==> src/adcs_params.svh <==
// Purpose: Offsets, field positions, reset values and timing counts
// Assumes: 8-bit register port, clk_i is the device oscillator
// Notes:   Included by name only; definitions only
`ifndef ADCS_PARAMS_SVH
`define ADCS_PARAMS_SVH

// ----------------------------------------------------------------
// Register offsets
// ----------------------------------------------------------------
`define ADCS_OFF_CTRL     3'h0
`define ADCS_OFF_PCFG     3'h1
`define ADCS_OFF_RES      3'h2
`define ADCS_OFF_STAT     3'h3
`define ADCS_OFF_PORT     3'h4

// ----------------------------------------------------------------
// Field positions
// ----------------------------------------------------------------
`define ADCS_CTRL_ON      0
`define ADCS_CTRL_GO      2
`define ADCS_CTRL_CHS     3
`define ADCS_CTRL_CS      6
`define ADCS_STAT_FLAG    0
`define ADCS_STAT_IE      1
`define ADCS_STAT_SUSP    2

// ----------------------------------------------------------------
// Reset values and codes
// ----------------------------------------------------------------
`define ADCS_RST_CS       2'h0
`define ADCS_RST_CHS      3'h0
`define ADCS_RST_PCFG     2'h0
`define ADCS_CS_RC        2'h3

// ----------------------------------------------------------------
// Timing (ns) and derived counts
// ----------------------------------------------------------------
`define ADCS_CLK_NS       50
`define ADCS_TAD_MIN_NS   1600
`define ADCS_RC_TAD_NS    4000
`define ADCS_INSTR_NS     200
`define ADCS_INSTR_CYC    ((`ADCS_INSTR_NS + `ADCS_CLK_NS - 1) / `ADCS_CLK_NS)
`define ADCS_RC_HALF_CYC  (`ADCS_RC_TAD_NS / (2 * `ADCS_CLK_NS))
`define ADCS_LEAD_HALVES  4
`define ADCS_CONV_HALVES  19
`define ADCS_POST_HALVES  4

`endif

==> src/adcs_pkg.sv <==
// Purpose: Types shared by the conversion sequencer files
// Assumes: Constants come from adcs_params.svh
// Notes:   Structs carry the register port and analog controls
package adcs_pkg;

    // Sequencer states
    typedef enum logic [1:0] {
        ST_ACQ,
        ST_DLY,
        ST_CONV,
        ST_POST
    } adcs_state_t;

    // Register port request
    typedef struct packed {
        logic [2:0] addr;
        logic [7:0] wdata;
        logic       wr;
        logic       rd;
    } adcs_bus_req_t;

    // Controls toward the analog core
    typedef struct packed {
        logic       power;
        logic       sample;
        logic [2:0] channel;
        logic [7:0] code;
    } adcs_ana_t;

endpackage : adcs_pkg

==> src/adcs_sequencer.sv <==
// Purpose: Successive-approximation conversion sequencer with registers
// Assumes: Analog core answers cmp_i for the trial code on ana_o.code
// Notes:   8-bit register port, read data valid one cycle after strobe
//
// Behaviour
// RQ1 - Full conversion lasts nine and half periods
// RQ2 - Select 00/01/10 divide 2/8/32, 11 RC
// RQ3 - Software keeps bit period above the minimum
// RQ4 - RC source gives about 4 us period
// RQ5 - Analog pins read as zero on port
// RQ6 - Software sets analog pins as inputs
// RQ7 - Software starts in a later write than power-on
// RQ8 - Clearing go aborts running conversion immediately
// RQ9 - Abort never writes partial bits to result
// RQ10 - After abort wait two periods, then acquire
// RQ11 - Two period lead-in, one bit per period
// RQ12 - Mid-conversion select changes stay off RC
// RQ13 - RC start delayed one instruction cycle
// RQ14 - Sleep completion clears go, loads result
// RQ15 - Sleep completion with interrupt enabled wakes
// RQ16 - Sleep completion without interrupt powers down
// RQ17 - Sleep on non-RC aborts and powers down
// RQ18 - Sleep conversion: select RC, go, sleep
// RQ19 - Completion loads result, clears go, sets flag
// RQ20 - Capacitor held off two periods after conversion
// RQ21 - Port field chooses analog pins and reference
// RQ22 - Reset turns off, aborts, keeps result
// RQ23 - Go ignored while converter is off
// RQ24 - Free-running divider follows select at ticks
//
// The register offsets and strobed register access were chosen for this implementation.
`timescale 1ns/1ps
`default_nettype none
`include "adcs_params.svh"

module adcs_sequencer #(
    parameter int RC_HALF = `ADCS_RC_HALF_CYC
) (
    // Clock and reset
    input  wire logic                  clk_i,
    input  wire logic                  rst_b_i,
    // Register port
    input  wire adcs_pkg::adcs_bus_req_t bus_i,
    output logic [7:0]                 rdata_o,
    // Device state and port pins
    input  wire logic                  sleep_i,
    input  wire logic [4:0]            pin_i,
    output logic [3:0]                 pin_analog_o,
    output logic                       vref_ext_o,
    // Analog core
    input  wire logic                  cmp_i,
    output adcs_pkg::adcs_ana_t        ana_o,
    // Events
    output logic                       conv_done_flag_o,
    output logic                       wake_o
);
    import adcs_pkg::*;

    // ----------------------------------------------------------------
    // State
    // ----------------------------------------------------------------
    adcs_state_t st_r, st_nxt;
    logic [4:0]  hc_r, hc_nxt;
    logic [1:0]  conv_clock_select_r;
    logic [2:0]  channel_select_r;
    logic        converter_power_on_r;
    logic        go_r;
    logic [1:0]  port_config_field_r;
    logic [7:0]  conversion_result_r;
    logic [7:0]  code_r;
    logic        conv_done_flag_r;
    logic        conv_irq_enable_r;
    logic        suspect_r;
    logic        pwr_dn_r;
    logic        wake_r;
    logic [7:0]  rdata_r;
    logic        half_tick;
    logic        period_ok;

    // ----------------------------------------------------------------
    // Bit period ticks
    // ----------------------------------------------------------------
    adcs_tick_gen #(
        .RC_HALF             (RC_HALF)
    ) u_tick (
        .clk_i               (clk_i),
        .rst_b_i             (rst_b_i),
        .conv_clock_select_i (conv_clock_select_r),
        .half_tick_o         (half_tick),
        .period_ok_o         (period_ok)
    );

    // ----------------------------------------------------------------
    // Decode
    // ----------------------------------------------------------------
    // Result bit position for a half count
    function automatic logic [2:0] bit_pos(input logic [4:0] h);
        bit_pos = (h == 5'(`ADCS_CONV_HALVES)) ? 3'h0
                : 3'(5'h07 - ((h - 5'(`ADCS_LEAD_HALVES) - 5'h02) >> 1));
    endfunction : bit_pos

    wire       wr_ctrl = bus_i.wr && bus_i.addr == `ADCS_OFF_CTRL;
    wire       wr_pcfg = bus_i.wr && bus_i.addr == `ADCS_OFF_PCFG;
    wire       wr_res  = bus_i.wr && bus_i.addr == `ADCS_OFF_RES;
    wire       wr_stat = bus_i.wr && bus_i.addr == `ADCS_OFF_STAT;
    wire       w_go    = bus_i.wdata[`ADCS_CTRL_GO];
    wire       on_nxt  = wr_ctrl ? bus_i.wdata[`ADCS_CTRL_ON] : converter_power_on_r;
    wire [1:0] cs_nxt  = wr_ctrl ? bus_i.wdata[`ADCS_CTRL_CS +: 2] : conv_clock_select_r;
    wire       busy    = (st_r == ST_DLY) || (st_r == ST_CONV);
    wire [4:0] hc_inc  = hc_r + 5'h01;

    // Start only from acquisition with the converter already on
    wire start    = wr_ctrl && w_go && converter_power_on_r && !pwr_dn_r
                 && st_r == ST_ACQ; // RQ23
    wire abort_sw = wr_ctrl && !w_go && busy; // RQ8
    wire non_rc   = conv_clock_select_r != `ADCS_CS_RC;
    wire abort_sl = sleep_i && non_rc && busy; // RQ17
    wire abort    = abort_sw || abort_sl || (busy && !on_nxt);
    wire done_evt = st_r == ST_CONV && half_tick
                 && hc_inc == 5'(`ADCS_CONV_HALVES) && !abort; // RQ1
    wire bit_evt  = st_r == ST_CONV && half_tick && !abort
                 && hc_inc >= 5'(`ADCS_LEAD_HALVES + 2)
                 && (!hc_inc[0] || hc_inc == 5'(`ADCS_CONV_HALVES)); // RQ11
    wire [2:0] bp       = bit_pos(hc_inc);
    wire [7:0] bit_mask = 8'h01 << bp;
    wire [7:0] code_dec = (cmp_i ? code_r : (code_r & ~bit_mask)) | (bit_mask >> 1);
    wire post_end = st_r == ST_POST && half_tick
                 && hc_inc == 5'(`ADCS_POST_HALVES); // RQ10 RQ20

    // ----------------------------------------------------------------
    // Sequencer next state
    // ----------------------------------------------------------------
    always_comb begin
        st_nxt = st_r;
        hc_nxt = hc_r;
        if (!on_nxt) begin
            st_nxt = ST_ACQ;
            hc_nxt = 5'h00;
        end else if (abort) begin
            st_nxt = ST_POST; // RQ10
            hc_nxt = 5'h00;
        end else begin
            unique case (st_r)
                ST_ACQ: begin
                    if (start) begin
                        st_nxt = (cs_nxt == `ADCS_CS_RC) ? ST_DLY : ST_CONV; // RQ13
                        hc_nxt = 5'h00;
                    end
                end
                ST_DLY: begin
                    hc_nxt = hc_inc;
                    if (hc_inc == 5'(`ADCS_INSTR_CYC)) begin
                        st_nxt = ST_CONV; // RQ13
                        hc_nxt = 5'h00;
                    end
                end
                ST_CONV: begin
                    if (done_evt) begin
                        st_nxt = ST_POST; // RQ20
                        hc_nxt = 5'h00;
                    end else if (half_tick) begin
                        hc_nxt = hc_inc;
                    end
                end
                ST_POST: begin
                    if (post_end) begin
                        st_nxt = ST_ACQ;
                        hc_nxt = 5'h00;
                    end else if (half_tick) begin
                        hc_nxt = hc_inc;
                    end
                end
            endcase
        end
    end

    // Sequencer registers
    always_ff @(posedge clk_i or negedge rst_b_i) begin
        if (!rst_b_i) begin
            st_r <= ST_ACQ; // RQ22
            hc_r <= 5'h00;
        end else begin
            st_r <= st_nxt;
            hc_r <= hc_nxt;
        end
    end

    // ----------------------------------------------------------------
    // Control register
    // ----------------------------------------------------------------
    always_ff @(posedge clk_i or negedge rst_b_i) begin
        if (!rst_b_i) begin
            conv_clock_select_r  <= `ADCS_RST_CS;
            channel_select_r     <= `ADCS_RST_CHS;
            converter_power_on_r <= 1'b0; // RQ22
            port_config_field_r  <= `ADCS_RST_PCFG;
        end else begin
            if (wr_ctrl) begin
                conv_clock_select_r  <= bus_i.wdata[`ADCS_CTRL_CS +: 2];
                channel_select_r     <= bus_i.wdata[`ADCS_CTRL_CHS +: 3];
                converter_power_on_r <= bus_i.wdata[`ADCS_CTRL_ON];
            end
            if (wr_pcfg) begin
                port_config_field_r <= bus_i.wdata[1:0];
            end
        end
    end

    // Go flag follows start, completion and abort
    always_ff @(posedge clk_i or negedge rst_b_i) begin
        if (!rst_b_i) begin
            go_r <= 1'b0;
        end else begin
            go_r <= start || (go_r && !(done_evt || abort)); // RQ19 RQ14 RQ23
        end
    end

    // ----------------------------------------------------------------
    // Successive approximation and result
    // ----------------------------------------------------------------
    // Trial code: all decided bits plus the bit under test
    always_ff @(posedge clk_i or negedge rst_b_i) begin
        if (!rst_b_i) begin
            code_r <= 8'h80;
        end else if (start) begin
            code_r <= 8'h80;
        end else if (bit_evt) begin
            code_r <= code_dec; // RQ11
        end
    end

    // Result keeps its value through reset and abort
    always_ff @(posedge clk_i) begin
        if (done_evt) begin
            conversion_result_r <= code_dec; // RQ19 RQ9
        end else if (wr_res) begin
            conversion_result_r <= bus_i.wdata;
        end
    end

    // Bits decided on a too-short period are marked suspect
    always_ff @(posedge clk_i or negedge rst_b_i) begin
        if (!rst_b_i) begin
            suspect_r <= 1'b0;
        end else if (start) begin
            suspect_r <= 1'b0;
        end else if (bit_evt && !period_ok) begin
            suspect_r <= 1'b1; // RQ11
        end
    end

    // ----------------------------------------------------------------
    // Status, sleep and wake
    // ----------------------------------------------------------------
    wire sleep_done = done_evt && sleep_i;
    wire pd_set     = (sleep_i && non_rc) || (sleep_done && !conv_irq_enable_r);

    always_ff @(posedge clk_i or negedge rst_b_i) begin
        if (!rst_b_i) begin
            conv_done_flag_r  <= 1'b0;
            conv_irq_enable_r <= 1'b0;
            pwr_dn_r          <= 1'b0;
            wake_r            <= 1'b0;
        end else begin
            // Set wins over a software clear
            conv_done_flag_r  <= done_evt
                              || (wr_stat ? bus_i.wdata[`ADCS_STAT_FLAG]
                                          : conv_done_flag_r); // RQ19
            if (wr_stat) begin
                conv_irq_enable_r <= bus_i.wdata[`ADCS_STAT_IE];
            end
            pwr_dn_r <= pd_set || (pwr_dn_r && sleep_i); // RQ16 RQ17
            wake_r   <= sleep_done && conv_irq_enable_r; // RQ15
        end
    end

    // ----------------------------------------------------------------
    // Port configuration and outputs
    // ----------------------------------------------------------------
    assign pin_analog_o = (port_config_field_r == 2'h0) ? 4'hf
                        : (port_config_field_r == 2'h1) ? 4'h7
                        : (port_config_field_r == 2'h2) ? 4'h3 : 4'h0; // RQ21
    assign vref_ext_o   = port_config_field_r == 2'h1; // RQ21
    wire [3:0] zero_msk = pin_analog_o | {vref_ext_o, 3'h0};
    wire [7:0] port_rd  = {3'h0, pin_i[4], pin_i[3:0] & ~zero_msk}; // RQ5

    assign ana_o.power   = converter_power_on_r && !pwr_dn_r; // RQ16 RQ17
    assign ana_o.sample  = ana_o.power && st_r == ST_ACQ; // RQ20
    assign ana_o.channel = channel_select_r;
    assign ana_o.code    = st_r == ST_CONV ? code_r : conversion_result_r;
    assign conv_done_flag_o = conv_done_flag_r;
    assign wake_o           = wake_r;

    // Read mux; unmapped offsets read zero
    wire [7:0] ctrl_rd = {conv_clock_select_r, channel_select_r, go_r,
                          1'b0, converter_power_on_r};
    wire [7:0] stat_rd = {5'h00, suspect_r, conv_irq_enable_r, conv_done_flag_r};
    wire [7:0] rd_mux  = (bus_i.addr == `ADCS_OFF_CTRL) ? ctrl_rd
                       : (bus_i.addr == `ADCS_OFF_PCFG) ? {6'h00, port_config_field_r}
                       : (bus_i.addr == `ADCS_OFF_RES)  ? conversion_result_r
                       : (bus_i.addr == `ADCS_OFF_STAT) ? stat_rd
                       : (bus_i.addr == `ADCS_OFF_PORT) ? port_rd : 8'h00;

    // Read data stand only in the cycle after the strobe
    always_ff @(posedge clk_i or negedge rst_b_i) begin
        if (!rst_b_i) begin
            rdata_r <= 8'h00;
        end else begin
            rdata_r <= bus_i.rd ? rd_mux : 8'h00;
        end
    end
    assign rdata_o = rdata_r;
endmodule : adcs_sequencer
`default_nettype wire

==> src/adcs_tick_gen.sv <==
// Purpose: Half bit_conversion_period tick from a free-running divider
// Assumes: clk_i is the device oscillator
// Notes:   Divide ratio is reloaded only at a tick boundary
`timescale 1ns/1ps
`default_nettype none
`include "adcs_params.svh"

module adcs_tick_gen #(
    parameter int RC_HALF = `ADCS_RC_HALF_CYC
) (
    // Clock and reset
    input  wire logic       clk_i,
    input  wire logic       rst_b_i,
    // Selection
    input  wire logic [1:0] conv_clock_select_i,
    // Ticks
    output logic            half_tick_o,
    output logic            period_ok_o
);

    // ----------------------------------------------------------------
    // Divider
    // ----------------------------------------------------------------
    logic [7:0] cnt_r;
    logic [7:0] len_r;
    logic [7:0] len_nxt;

    // Half period in clocks for each select code
    function automatic logic [7:0] half_len(input logic [1:0] sel);
        unique case (sel)
            2'h0:    half_len = 8'h01;
            2'h1:    half_len = 8'h04;
            2'h2:    half_len = 8'h10;
            default: half_len = 8'(RC_HALF);
        endcase
    endfunction : half_len

    // Tick at the end of each half period
    assign half_tick_o = (cnt_r == len_r - 8'h01);
    assign len_nxt     = half_len(conv_clock_select_i); // RQ2 RQ4
    // Full period meets the minimum bit period
    assign period_ok_o = (32'(len_r) * 2 * `ADCS_CLK_NS) >= `ADCS_TAD_MIN_NS;

    // Count, reloading ratio at the boundary
    always_ff @(posedge clk_i or negedge rst_b_i) begin
        if (!rst_b_i) begin
            cnt_r <= 8'h00;
            len_r <= 8'h01;
        end else if (half_tick_o) begin
            cnt_r <= 8'h00;
            len_r <= len_nxt; // RQ24
        end else begin
            cnt_r <= cnt_r + 8'h01;
        end
    end
endmodule : adcs_tick_gen
`default_nettype wire

==> config.mk <==
export PLATFORM = sky130hd
export DESIGN_NAME = adcs_sequencer
export DESIGN_NICKNAME = d
export VERILOG_FILES = /design/src/adcs_pkg.sv /design/src/adcs_sequencer.sv /design/src/adcs_tick_gen.sv
export VERILOG_INCLUDE_DIRS = /design/src /design/src/src
export SDC_FILE = /design/constraint.sdc
export NUM_CORES = 1
export LEC_CHECK = 0
export BUFFER_PORTS_ARGS = -buffer_cell sky130_fd_sc_hd__buf_4
export CORE_ASPECT_RATIO = 0.9
export CORE_UTILIZATION = 60
export CTS_CLUSTER_SIZE = 40
export DETAILED_ROUTE_END_ITERATION = 6
export GPL_ROUTABILITY_DRIVEN = 0
export GPL_TIMING_DRIVEN = 0
export PLACE_DENSITY_LB_ADDON = 0.15
export SLEW_MARGIN = 10
export SYNTH_ARGS = -nofsm -noshare
export SYNTH_HDL_FRONTEND = slang
export SYNTH_SLANG_ARGS = --single-unit
==> constraint.sdc <==
create_clock -name clk_i -period 7.2 [get_ports clk_i]
set_clock_uncertainty 0.1 [all_clocks]
set_input_delay 1.08 -clock clk_i [delete_from_list [all_inputs] [get_ports clk_i]]
set_output_delay 1.08 -clock clk_i [all_outputs]
set_load 0.05 [all_outputs]
# After elaboration in Yosys (flattened, before gate mapping)
# Cells that the tools add are included.
dict set report classes {
  addsub 6
  multipliers 1
  magnitude_cmp 2
  n_eq_ne 20
  n_shift 1
  muxes 39
  bitwise_logic 6
  n_reduce_logical 54
}
# op count
set ops {}
lappend ops {{$mux W8} 11}
lappend ops {{$mux W5} 9}
lappend ops {{$logic_and A1 B1 Y1} 29}
lappend ops {{$pmux W5 S4} 1}
lappend ops {{$mux W2} 9}
lappend ops {{$pmux W6 S3} 1}
lappend ops {{$ge A16 B11 Y1 const B} 1}
lappend ops {{$mul A8 B5 Y13 const B} 1}
lappend ops {{$ne A4 B4 Y1 const B} 3}
lappend ops {{$eq A2 B2 Y1 const B} 5}
lappend ops {{$logic_or A1 B1 Y1} 9}
lappend ops {{$add A8 B1 Y8 const B} 1}
lappend ops {{$and A8 B8 Y8} 1}
lappend ops {{$eq A8 B8 Y1} 1}
lappend ops {{$logic_not A1 Y1} 8}
lappend ops {{$not A8 Y8} 1}
lappend ops {{$or A8 B7 Y8} 1}
lappend ops {{$pmux W2 S4} 1}
lappend ops {{$shl A1 B3 Y8 const A} 1}
lappend ops {{$sub A8 B1 Y8 const B} 1}
lappend ops {{$eq A2 B1 Y1 const B} 3}
lappend ops {{$eq A3 B2 Y1 const B} 2}
lappend ops {{$logic_not A2 Y1} 3}
lappend ops {{$mux W3} 2}
lappend ops {{other kinds (19)} 24}
dict set report word_totals {
  reg_bits 61
  output_inout_bits 28
  wordCells 146
}

# Depth between registers and ports, before layout
# Gate-level depths: netlist of run 1.
dict set report logic_depth {
  ltp_word 13
  ltp_mapped 11
  ltp_nobuf 11
}

# Cells and area by module
# From an unflattened synthesis of run 1, not the netlist that was laid out.
dict set report unflattened {
  hier_cells 412
  hier_area_um2 3935.0
}
# module instances cells_each area_per_inst_um2 seq_area_each_um2
set modules_own_cells {}
lappend modules_own_cells {adcs_sequencer 1 304 2894.0 1167.4}
lappend modules_own_cells {adcs_tick_gen 1 108 1041.0 301.5}

# Least setup slack after synthesis of run 1
# No wires, ideal clock.
dict set report synth_path {
  path_type {input to register}
  start {input port bus_i[12] (netlist bit)}
  end {register conversion_result_r[0], enable pin}
  setup_ns 0.329
  arrival_time_ns 2.804
  required_time_ns 6.771
  path_slack_ns 3.968
  stages 7
  path_buffers 2
  path_cell_list {buf_2 nor4b_4 nor3b_1 a311oi_2 nand4_1 clkbuf_1 nand2_1}
}
dict set report synth_via {
  elab_chain_len 9
  elab_cells_between_ends 14
  classes_between {eq/ne (1); mux (1); reduce/logical (12)}
}
# element line
set synth_rtl {}
lappend synth_rtl {{start, declared} adcs_sequencer.sv:43} ;# input wire adcs_pkg::adcs_bus_req_t bus_i,
lappend synth_rtl {{$logic_not A3 Y1 (no line)} -}
lappend synth_rtl {{$logic_and A1 B1 Y1 (no line)} -}
lappend synth_rtl {{$mux W1 / $logic_and A1 B1 Y1 (equally long branches)} -}
lappend synth_rtl {{$logic_not A1 Y1 / $logic_and A1 B1 Y1 (equally long branches)} -}
lappend synth_rtl {{$logic_and A1 B1 Y1 / $logic_or A1 B1 Y1 (equally long branches)} adcs_sequencer.sv:118} ;# wire abort = abort_sw || abort_sl || (busy && !on_nxt);
lappend synth_rtl {{$logic_or A1 B1 Y1} adcs_sequencer.sv:118}
lappend synth_rtl {{$logic_not A1 Y1} adcs_sequencer.sv:120} ;# && hc_inc == 5'(`ADCS_CONV_HALVES) && !abort;
lappend synth_rtl {{$logic_and A1 B1 Y1} adcs_sequencer.sv:119} ;# wire done_evt = st_r == ST_CONV && half_tick
lappend synth_rtl {{$reduce_bool A2 Y1 (no line) *} -}
lappend synth_rtl {{end signal, assigned} adcs_sequencer.sv:235} ;# conversion_result_r <= code_dec;
lappend synth_rtl {{end signal, assigned} adcs_sequencer.sv:237} ;# conversion_result_r <= bus_i.wdata;
lappend synth_rtl {{end, declared} adcs_sequencer.sv:69} ;# logic [7:0] conversion_result_r;
# Mark *: on every way between the ends. The rest lies on a longest branch, timed or not.
# A chain may end at the register's enable or synchronous reset.

# Final worst setup path of run 1
dict set report layout_path {
  start {register u_tick.len_r[3]}
  end {register conversion_result_r[3], enable pin}
}
dict set report layout_via {
  elab_chain_len 6
}
# element line
set layout_rtl {}
lappend layout_rtl {{start, declared} adcs_tick_gen.sv:25} ;# logic [7:0] len_r;
lappend layout_rtl {{start signal, assigned} adcs_tick_gen.sv:51} ;# len_r <= len_nxt;
lappend layout_rtl {{$sub A8 B1 Y8} adcs_tick_gen.sv:39} ;# assign half_tick_o = (cnt_r == len_r - 8'h01);
lappend layout_rtl {{$eq A8 B8 Y1} adcs_tick_gen.sv:39}
lappend layout_rtl {{$logic_and A1 B1 Y1 (3 in a row)} adcs_sequencer.sv:119}
lappend layout_rtl {{$reduce_bool A2 Y1 (no line)} -}
# Every way passes these cells.

==> flow_metrics.py, run 1 <==
metrics = {
    "power": {
        "p_seq_share_pct": 34.6,
        "combinationalPowerShare_pct": 34.8,
        "p_per_area_mw_per_mm2": 241,
        "power.share.switching_pct": 38.2,
        "power.internal_mw": 0.681,
        "netSwitchingPower_mw": 0.421,
        "ir_drop_uv": 201,
        "clockPowerShare_pct": 30.6,
        "power.leakage_nw": 2.10,
        "power.total_mw": 1.10,
    },
    "critical_path": {
        "crit_type": "flip-flop to flip-flop",
        "worstPathRequired_ns": 7.11,
        "cp_top_family": "simple AND/OR/NAND/NOR gates",
        "critPathMaxFanout": 10,
        "worst_path_largest_cell_delay_ns": 0.62,
        "critical_path_buf_inv_count": 3,
        "slowest_stage": "dfrtp_1",
        "critical_path.cell_chain": "inv_1 -> ha_1 -> o21ai_0 -> nand3_1 -> a211oi_1 -> and3_1 -> buf_2 -> nand4_1 -> clkbuf_1 -> nand2_1",
        "cp.arrival_ns": 3.68,
        "worst_setup_path_end_kind": "flip-flop",
        "cp-start-kind": "flip-flop",
    },
    "cts": {
        "clk-insertion-delay-late_ns": 0.35,
        "clkSinkCount": 57,
        "cts_setup_buffers": 0,
        "cts_max_path_buffers": 2,
        "hold_buffers": 0,
        "cts_max_level": 3,
        "postCtsResizedCells": 0,
        "cts_made_buffers": 9,
        "cts.clk_slew.worst_paths_ns": 0.07,
        "cts_tree": "yes",
        "cts_root_buf": "clkbuf_8",
    },
    "hold_path": {
        "hold_path.class": "flip-flop to flip-flop",
    },
    "die": {
        "dieArea_mm2": 0.00682,
        "rows": 27,
        "dieWidth_um": 86.9,
        "ios": 50,
        "initial_utilization_pct": 63.0,
        "die_h_um": 78.4,
        "fp.coreArea_mm2": 0.00618,
    },
    "synth": {
        "ys_ff_latch": 57,
        "synthCells": 420,
        "syn_area_per_cell_um2": 9.27,
        "synth_nets": 469,
        "yosysWarnings": 0,
        "synthFlopType": "dfrtp_1",
        "synth_edf_count": 8,
        "yosysSeqAreaShare_pct": 37.7,
        "synth.distinct_cells": 61,
        "synthArstFlopShare_pct": 86.0,
        "synth_area_mm2": 0.00389,
    },
    "detailed_routing": {
        "vias_per_cell": 6.03,
        "post_drt_wl_per_cell_um": 16.3,
        "ant_nets": 0,
        "wirelength_um": 9310,
        "drt_iter0_markers": 201,
        "drt-pass1-iter-count": 5,
        "drc_errors": 0,
        "num_vias": 3443,
    },
    "sta": {
        "fin_crit_ns": 3.77,
        "fmax_ghz": 0.265,
        "maxSlewHeadroom_pct": 56.9,
        "finalHoldViolCount": 0,
        "rsz0062_at_grt": "no",
        "setup-violations-final": 0,
        "worst_pin_slew_ns": 0.646,
        "maxSlewViolCount": 0,
        "finalCritPeriodShare_pct": 52.3,
        "tns_ns": 0,
    },
    "cells_and_area": {
        "layout_common_cells": "49 x buf_4, 47 x dfrtp_1, 33 x nand2_1",
        "num_antenna_cells": 0,
        "final_common_cell": "buf_4",
        "syn_to_final_growth_pct": 17.6,
        "finalNetCount": 528,
        "final_cell_area_mm2": 0.00458,
        "drive_gt1_share_pct": 19.8,
    },
    "global_route": {
        "antenna_found_initial": 0,
        "grt_pass1_vias": 3252,
        "grt_pass1_wl_um": 15400,
        "grt_remaining_overflow": 0,
        "grt_use_total_pct": 29.6,
        "grt_max_degree": 50,
    },
    "run": {
        "maxCapViolations": 0,
    },
    "placed_design": {
        "dpl_cell_area_mm2": 0.00436,
        "portBuffers": 48,
        "dpl.hpwl_um": 6810,
    },
    "outcome": {
        "outcome": "finished, final reports clean",
    },
}
-- power by group through the flow --
stage	registers [mW]	clock network [mW]	logic [mW]
after floorplan	0.402	0	0.252
after global placement	0.385	0	0.370
after detailed placement	0.387	0	0.379
after CTS	0.380	0.341	0.382
after global routing	0.384	0.349	0.416
final	0.381	0.337	0.384
-- cell families after synthesis --
| logic type | Yosys count | synth area share, % |
|---|---|---|
| buf+inv | 46 | 4.72 |
| fa+ha+maj | 28 | 9.32 |
| flops | 57 | 37.7 |
| xor+xnor | 23 | 5.56 |
| compound gates | 100 | 17.0 |
| mux | 29 | 8.00 |
| simple gates | 137 | 17.7 |
-- area by class of cell --
cell class / instances / area [µm²]
Fill cell: 475 / 1600
Multi-Input combinational cell: 317 / 2240
Buffer: 20 / 86.3
Sequential cell: 57 / 1470
Tap cell: 87 / 109
Inverter: 26 / 97.6
Clock inverter: 7 / 93.8
Clock buffer: 9 / 124
Timing Repair Buffer: 48 / 360
-- metal layers --
metal / track usage [%] / share of wire, % / vias up
met4: 11.8 / 2.4 / 0
met5: 0 / 0 / -
met2: 45.6 / 46 / 133
met1: 41.0 / 45 / 1667
li1: - / - / 1619
met3: 5.68 / 6.2 / 24
-- per-stage QoR --
stage                     setup slack (ns)  hold slack [ns]  utilization, %  cells
after global placement                3.39            0.385            70.6    555
final                                 3.43            0.407            74.1    571
after detailed placement              3.23            0.388            70.6    555
after CTS                             3.45            0.402            74.1    571
after global routing                  3.16            0.420            74.1    571
after floorplan                       3.97            0.355               -    420
-- sequential cells by signal (all words and copies together) (netlist names), 2 cells and up --
register and cells:
port_config_field_r 2, st_r 2, u_tick.cnt_r 8, conversion_result_r 8, channel_select_r 3, conv_clock_select_r 2
hc_r 5, u_tick.len_r 4, code_r 8, rdata_o 8
-- final timing paths --
path | startpoint | endpoint | slack, ns | cells past startpoint
setup / recovery | u_tick.len_r[3] | conversion_result_r[3] | 3.43 | 10
hold / removal | pwr_dn_r | pwr_dn_r | 0.41 | 1
setup reg to reg | u_tick.len_r[3] | conversion_result_r[3] | 3.43 | 10
hold reg to reg | pwr_dn_r | pwr_dn_r | 0.41 | 1
max in group asynchronous | rst_b_i | code_r[5] | 5.91 | 1
min in group asynchronous | rst_b_i | u_tick.cnt_r[3] | 0.64 | 1
-- cell usage after synthesis (2+ instances only) --
cell type	n	area (µm²)
a21boi_0	3	22.5
a21o_1	3	22.5
fa_1	2	40.0
buf_1	2	7.51
nand2b_1	8	50.1
mux2i_1	12	120
nor3b_1	2	15.0
o41ai_1	2	17.5
nand3b_1	4	30.0
nor3_1	10	50.1
inv_1	26	97.6
nor4_1	4	25.0
edfxtp_1	8	240
ha_1	25	313
and2_1	2	12.5
a211oi_1	3	22.5
and3_1	7	43.8
nor2b_1	4	25.0
o211ai_1	2	15.0
xor2_1	13	114
dfstp_2	2	52.6
a21boi_1	2	15.0
nor2_1	30	113
nand2_1	33	124
a31oi_1	4	25.0
nand4_1	2	12.5
o21a_1	3	22.5
or3_1	3	18.8
o32ai_1	5	43.8
nand3_1	22	110
xnor2_1	9	78.8
a2bb2oi_1	3	26.3
mux2_2	17	191
dfrtp_1	47	1180
buf_2	6	30.0
or2_2	2	12.5
o31a_1	2	17.5
a21oi_1	22	110
a22o_1	2	17.5
o22ai_1	4	25.0
clkbuf_1	11	41.3
o21ai_0	26	130
o31ai_1	3	22.5
Power figures use the tool's default switching activity.
==> run 2, diff against run 1 <==
--- a/config.mk
+++ b/config.mk
@@ -8,7 +8,7 @@
 export LEC_CHECK = 0
 export BUFFER_PORTS_ARGS = -buffer_cell sky130_fd_sc_hd__buf_4
 export CORE_ASPECT_RATIO = 0.9
-export CORE_UTILIZATION = 60
+export CORE_UTILIZATION = 53
 export CTS_CLUSTER_SIZE = 40
 export DETAILED_ROUTE_END_ITERATION = 6
 export GPL_ROUTABILITY_DRIVEN = 0
==> constraint.sdc (replaced) <==
create_clock -name clk_i -period 3.4 [get_ports clk_i]
set_clock_uncertainty 0.1 [all_clocks]
set_input_delay 0.51 -clock clk_i [delete_from_list [all_inputs] [get_ports clk_i]]
set_output_delay 0.51 -clock clk_i [all_outputs]
set_load 0.05 [all_outputs]
==> run 2 against run 1 <==
Net effect: count of clock-buffer cells in the layout is 1 higher; utilization is 9.6 points lower; register-to-register slack worse by 3.2 ns; maximum frequency is 19% higher; worst setup slack worse by 3.2 ns; die area is 13% higher; sequential share of layout area is 0.13 points higher.
==> flow_metrics.py, run 2 (synthesis results as in run 1) <==
metrics = {
    "cts": {
        "cts_made_buffers": 9,
        "cts.clk_slew.worst_paths_ns": 0.07,
        "cts_tree": "yes",
        "clkSinkCount": 57,
        "cts_max_level": 3,
        "clk-insertion-delay-late_ns": 0.34,
        "cts_root_buf": "clkbuf_8",
        "cts_max_path_buffers": 2,
    },
    "power": {
        "p_seq_share_pct": 36.2,
        "ir_drop_uv": 282,
        "power.leakage_nw": 2.09,
        "power.total_mw": 2.23,
        "power.internal_mw": 1.36,
        "p_per_area_mw_per_mm2": 487,
        "clockPowerShare_pct": 27.5,
        "power.share.switching_pct": 38.7,
        "combinationalPowerShare_pct": 36.2,
        "netSwitchingPower_mw": 0.861,
    },
    "detailed_routing": {
        "drt_iter0_markers": 168,
        "post_drt_wl_per_cell_um": 16.5,
        "drt-pass1-iter-count": 4,
        "drc_errors": 0,
        "ant_nets": 0,
        "num_vias": 3349,
        "wirelength_um": 9500,
        "vias_per_cell": 5.80,
    },
    "cells_and_area": {
        "postLayoutCoreUtil_pct": 64.5,
        "ff_latch_area_mm2": 0.00147,
        "layout_common_cells": "50 x buf_4, 46 x dfrtp_1, 32 x nand2_1",
        "num_antenna_cells": 0,
        "final_cell_area_mm2": 0.00457,
        "drive_gt1_share_pct": 20.2,
        "final_common_cell": "buf_4",
        "fill_cells": 614,
        "multi_input_area_mm2": 0.00224,
        "finalNetCount": 528,
        "syn_to_final_growth_pct": 17.3,
    },
    "sta": {
        "worst_pin_slew_ns": 0.639,
        "setup-violations-final": 0,
        "maxSlewViolCount": 0,
        "fin_crit_ns": 3.16,
        "worst_slack_ns": 0.242,
        "finalHoldViolCount": 0,
        "fmax_ghz": 0.317,
        "finalCritPeriodShare_pct": 92.9,
        "rsz0062_at_grt": "no",
        "tns_ns": 0,
        "maxSlewHeadroom_pct": 57.4,
    },
    "die": {
        "die_h_um": 83.3,
        "fp.coreArea_mm2": 0.00708,
        "dieWidth_um": 92.4,
        "dieArea_mm2": 0.00769,
        "ios": 50,
        "rows": 29,
        "initial_utilization_pct": 55.0,
    },
    "critical_path": {
        "worst_path_largest_cell_delay_ns": 0.51,
        "worstPathRequired_ns": 3.57,
        "critical_path.cell_chain": "inv_1 -> ha_1 -> o21ai_0 -> a21o_1 -> a211oi_1 -> and3_1 -> buf_2 -> o2111ai_1 -> buf_2 -> or2_0 -> a21oi_1",
        "crit_top_cell": "buf_2",
        "worst_setup_path_end_kind": "flip-flop",
        "cp.arrival_ns": 3.33,
        "cp-start-kind": "flip-flop",
        "slowest_stage": "dfrtp_2",
        "critPathMaxFanout": 10,
        "crit_type": "flip-flop to flip-flop",
    },
    "global_route": {
        "antenna_found_initial": 0,
        "grt_use_total_pct": 25.5,
        "grt_pass1_vias": 3098,
        "grt_max_degree": 50,
        "grt_pass1_wl_um": 15300,
        "grt_remaining_overflow": 0,
    },
    "outcome": {
        "outcome": "finished, final reports clean",
    },
    "placed_design": {
        "place_ws_ns": -0.220,
        "dpl_cell_area_mm2": 0.00437,
        "dpl.hpwl_um": 6940,
        "portBuffers": 48,
    },
    "run": {
        "maxCapViolations": 0,
    },
    "hold_path": {
        "hold_path.class": "input pin to asynchronous set/reset pin",
    },
}
-- run 2: power groups by stage --
stage	Combinational [mW]	Sequential, mW	Clock [mW]
2_1_floorplan	0.534	0.852	0
6_report	0.806	0.807	0.613
4_1_cts	0.799	0.805	0.625
5_1_grt	0.866	0.814	0.665
3_3_place_gp	0.785	0.815	0
3_5_place_dp	0.796	0.818	0
-- run 2: timing repair --
| item | in CTS | in global routing |
|---|---|---|
| gates cloned | 0 | 0 |
| setup endpoints to repair | 13 | 16 |
| setup buffers | 1 | 0 |
| resized for setup | 0 | 2 |
| hold buffers | 0 | 0 |
-- run 2: layout make-up --
class / instances / area share (%)
tap: 93 / 2.55
buffer: 19 / 1.81
clock buffer: 10 / 2.80
clock inverter: 6 / 1.32
multi-input combinational: 317 / 49.1
timing repair buffer: 49 / 8.06
sequential: 57 / 32.2
inverter: 26 / 2.14
-- run 2: worst paths after layout --
| check | start | slack [ns] | cells past startpoint | end |
|---|---|---|---|---|
| setup / recovery | u_tick.len_r[3] | 0.24 | 11 | code_r[1] |
| hold / removal | rst_b_i | 0.09 | 1 | u_tick.cnt_r[3] |
| setup reg to reg | u_tick.len_r[3] | 0.24 | 11 | code_r[1] |
| hold reg to reg | code_r[7] | 0.38 | 2 | code_r[7] |
| max in group asynchronous | rst_b_i | 2.65 | 1 | u_tick.len_r[3] |
| min in group clk_i | bus_i[3] | 0.31 | 3 | port_config_field_r[1] |
-- run 2: metrics by stage --
step	hold slack [ns]	std cells
global placement	0.372	561
global route	0.146	577
floorplan	0.114	420
detailed placement	0.368	561
CTS	0.117	578
finish	0.0865	577
-- run 2: worst max-delay path: cells and delay by family, from the launching register on --
| family | cells | cell delay [ns] |
|---|---|---|
| AO/OA/AOI/OAI | 5 | 1.11 |
| buffers and inverters | 3 | 0.69 |
| flip-flops | 1 | 0.51 |
| AND/OR/NAND/NOR | 2 | 0.43 |
| adder cells (fa/ha/maj) | 1 | 0.25 |
-- run 2: layer usage --
metal	part of all wire, %	track usage (%)
met3	4.9	3.75
met4	0.98	7.39
met1	50	37.8
met2	44	38.6
met5	0	0
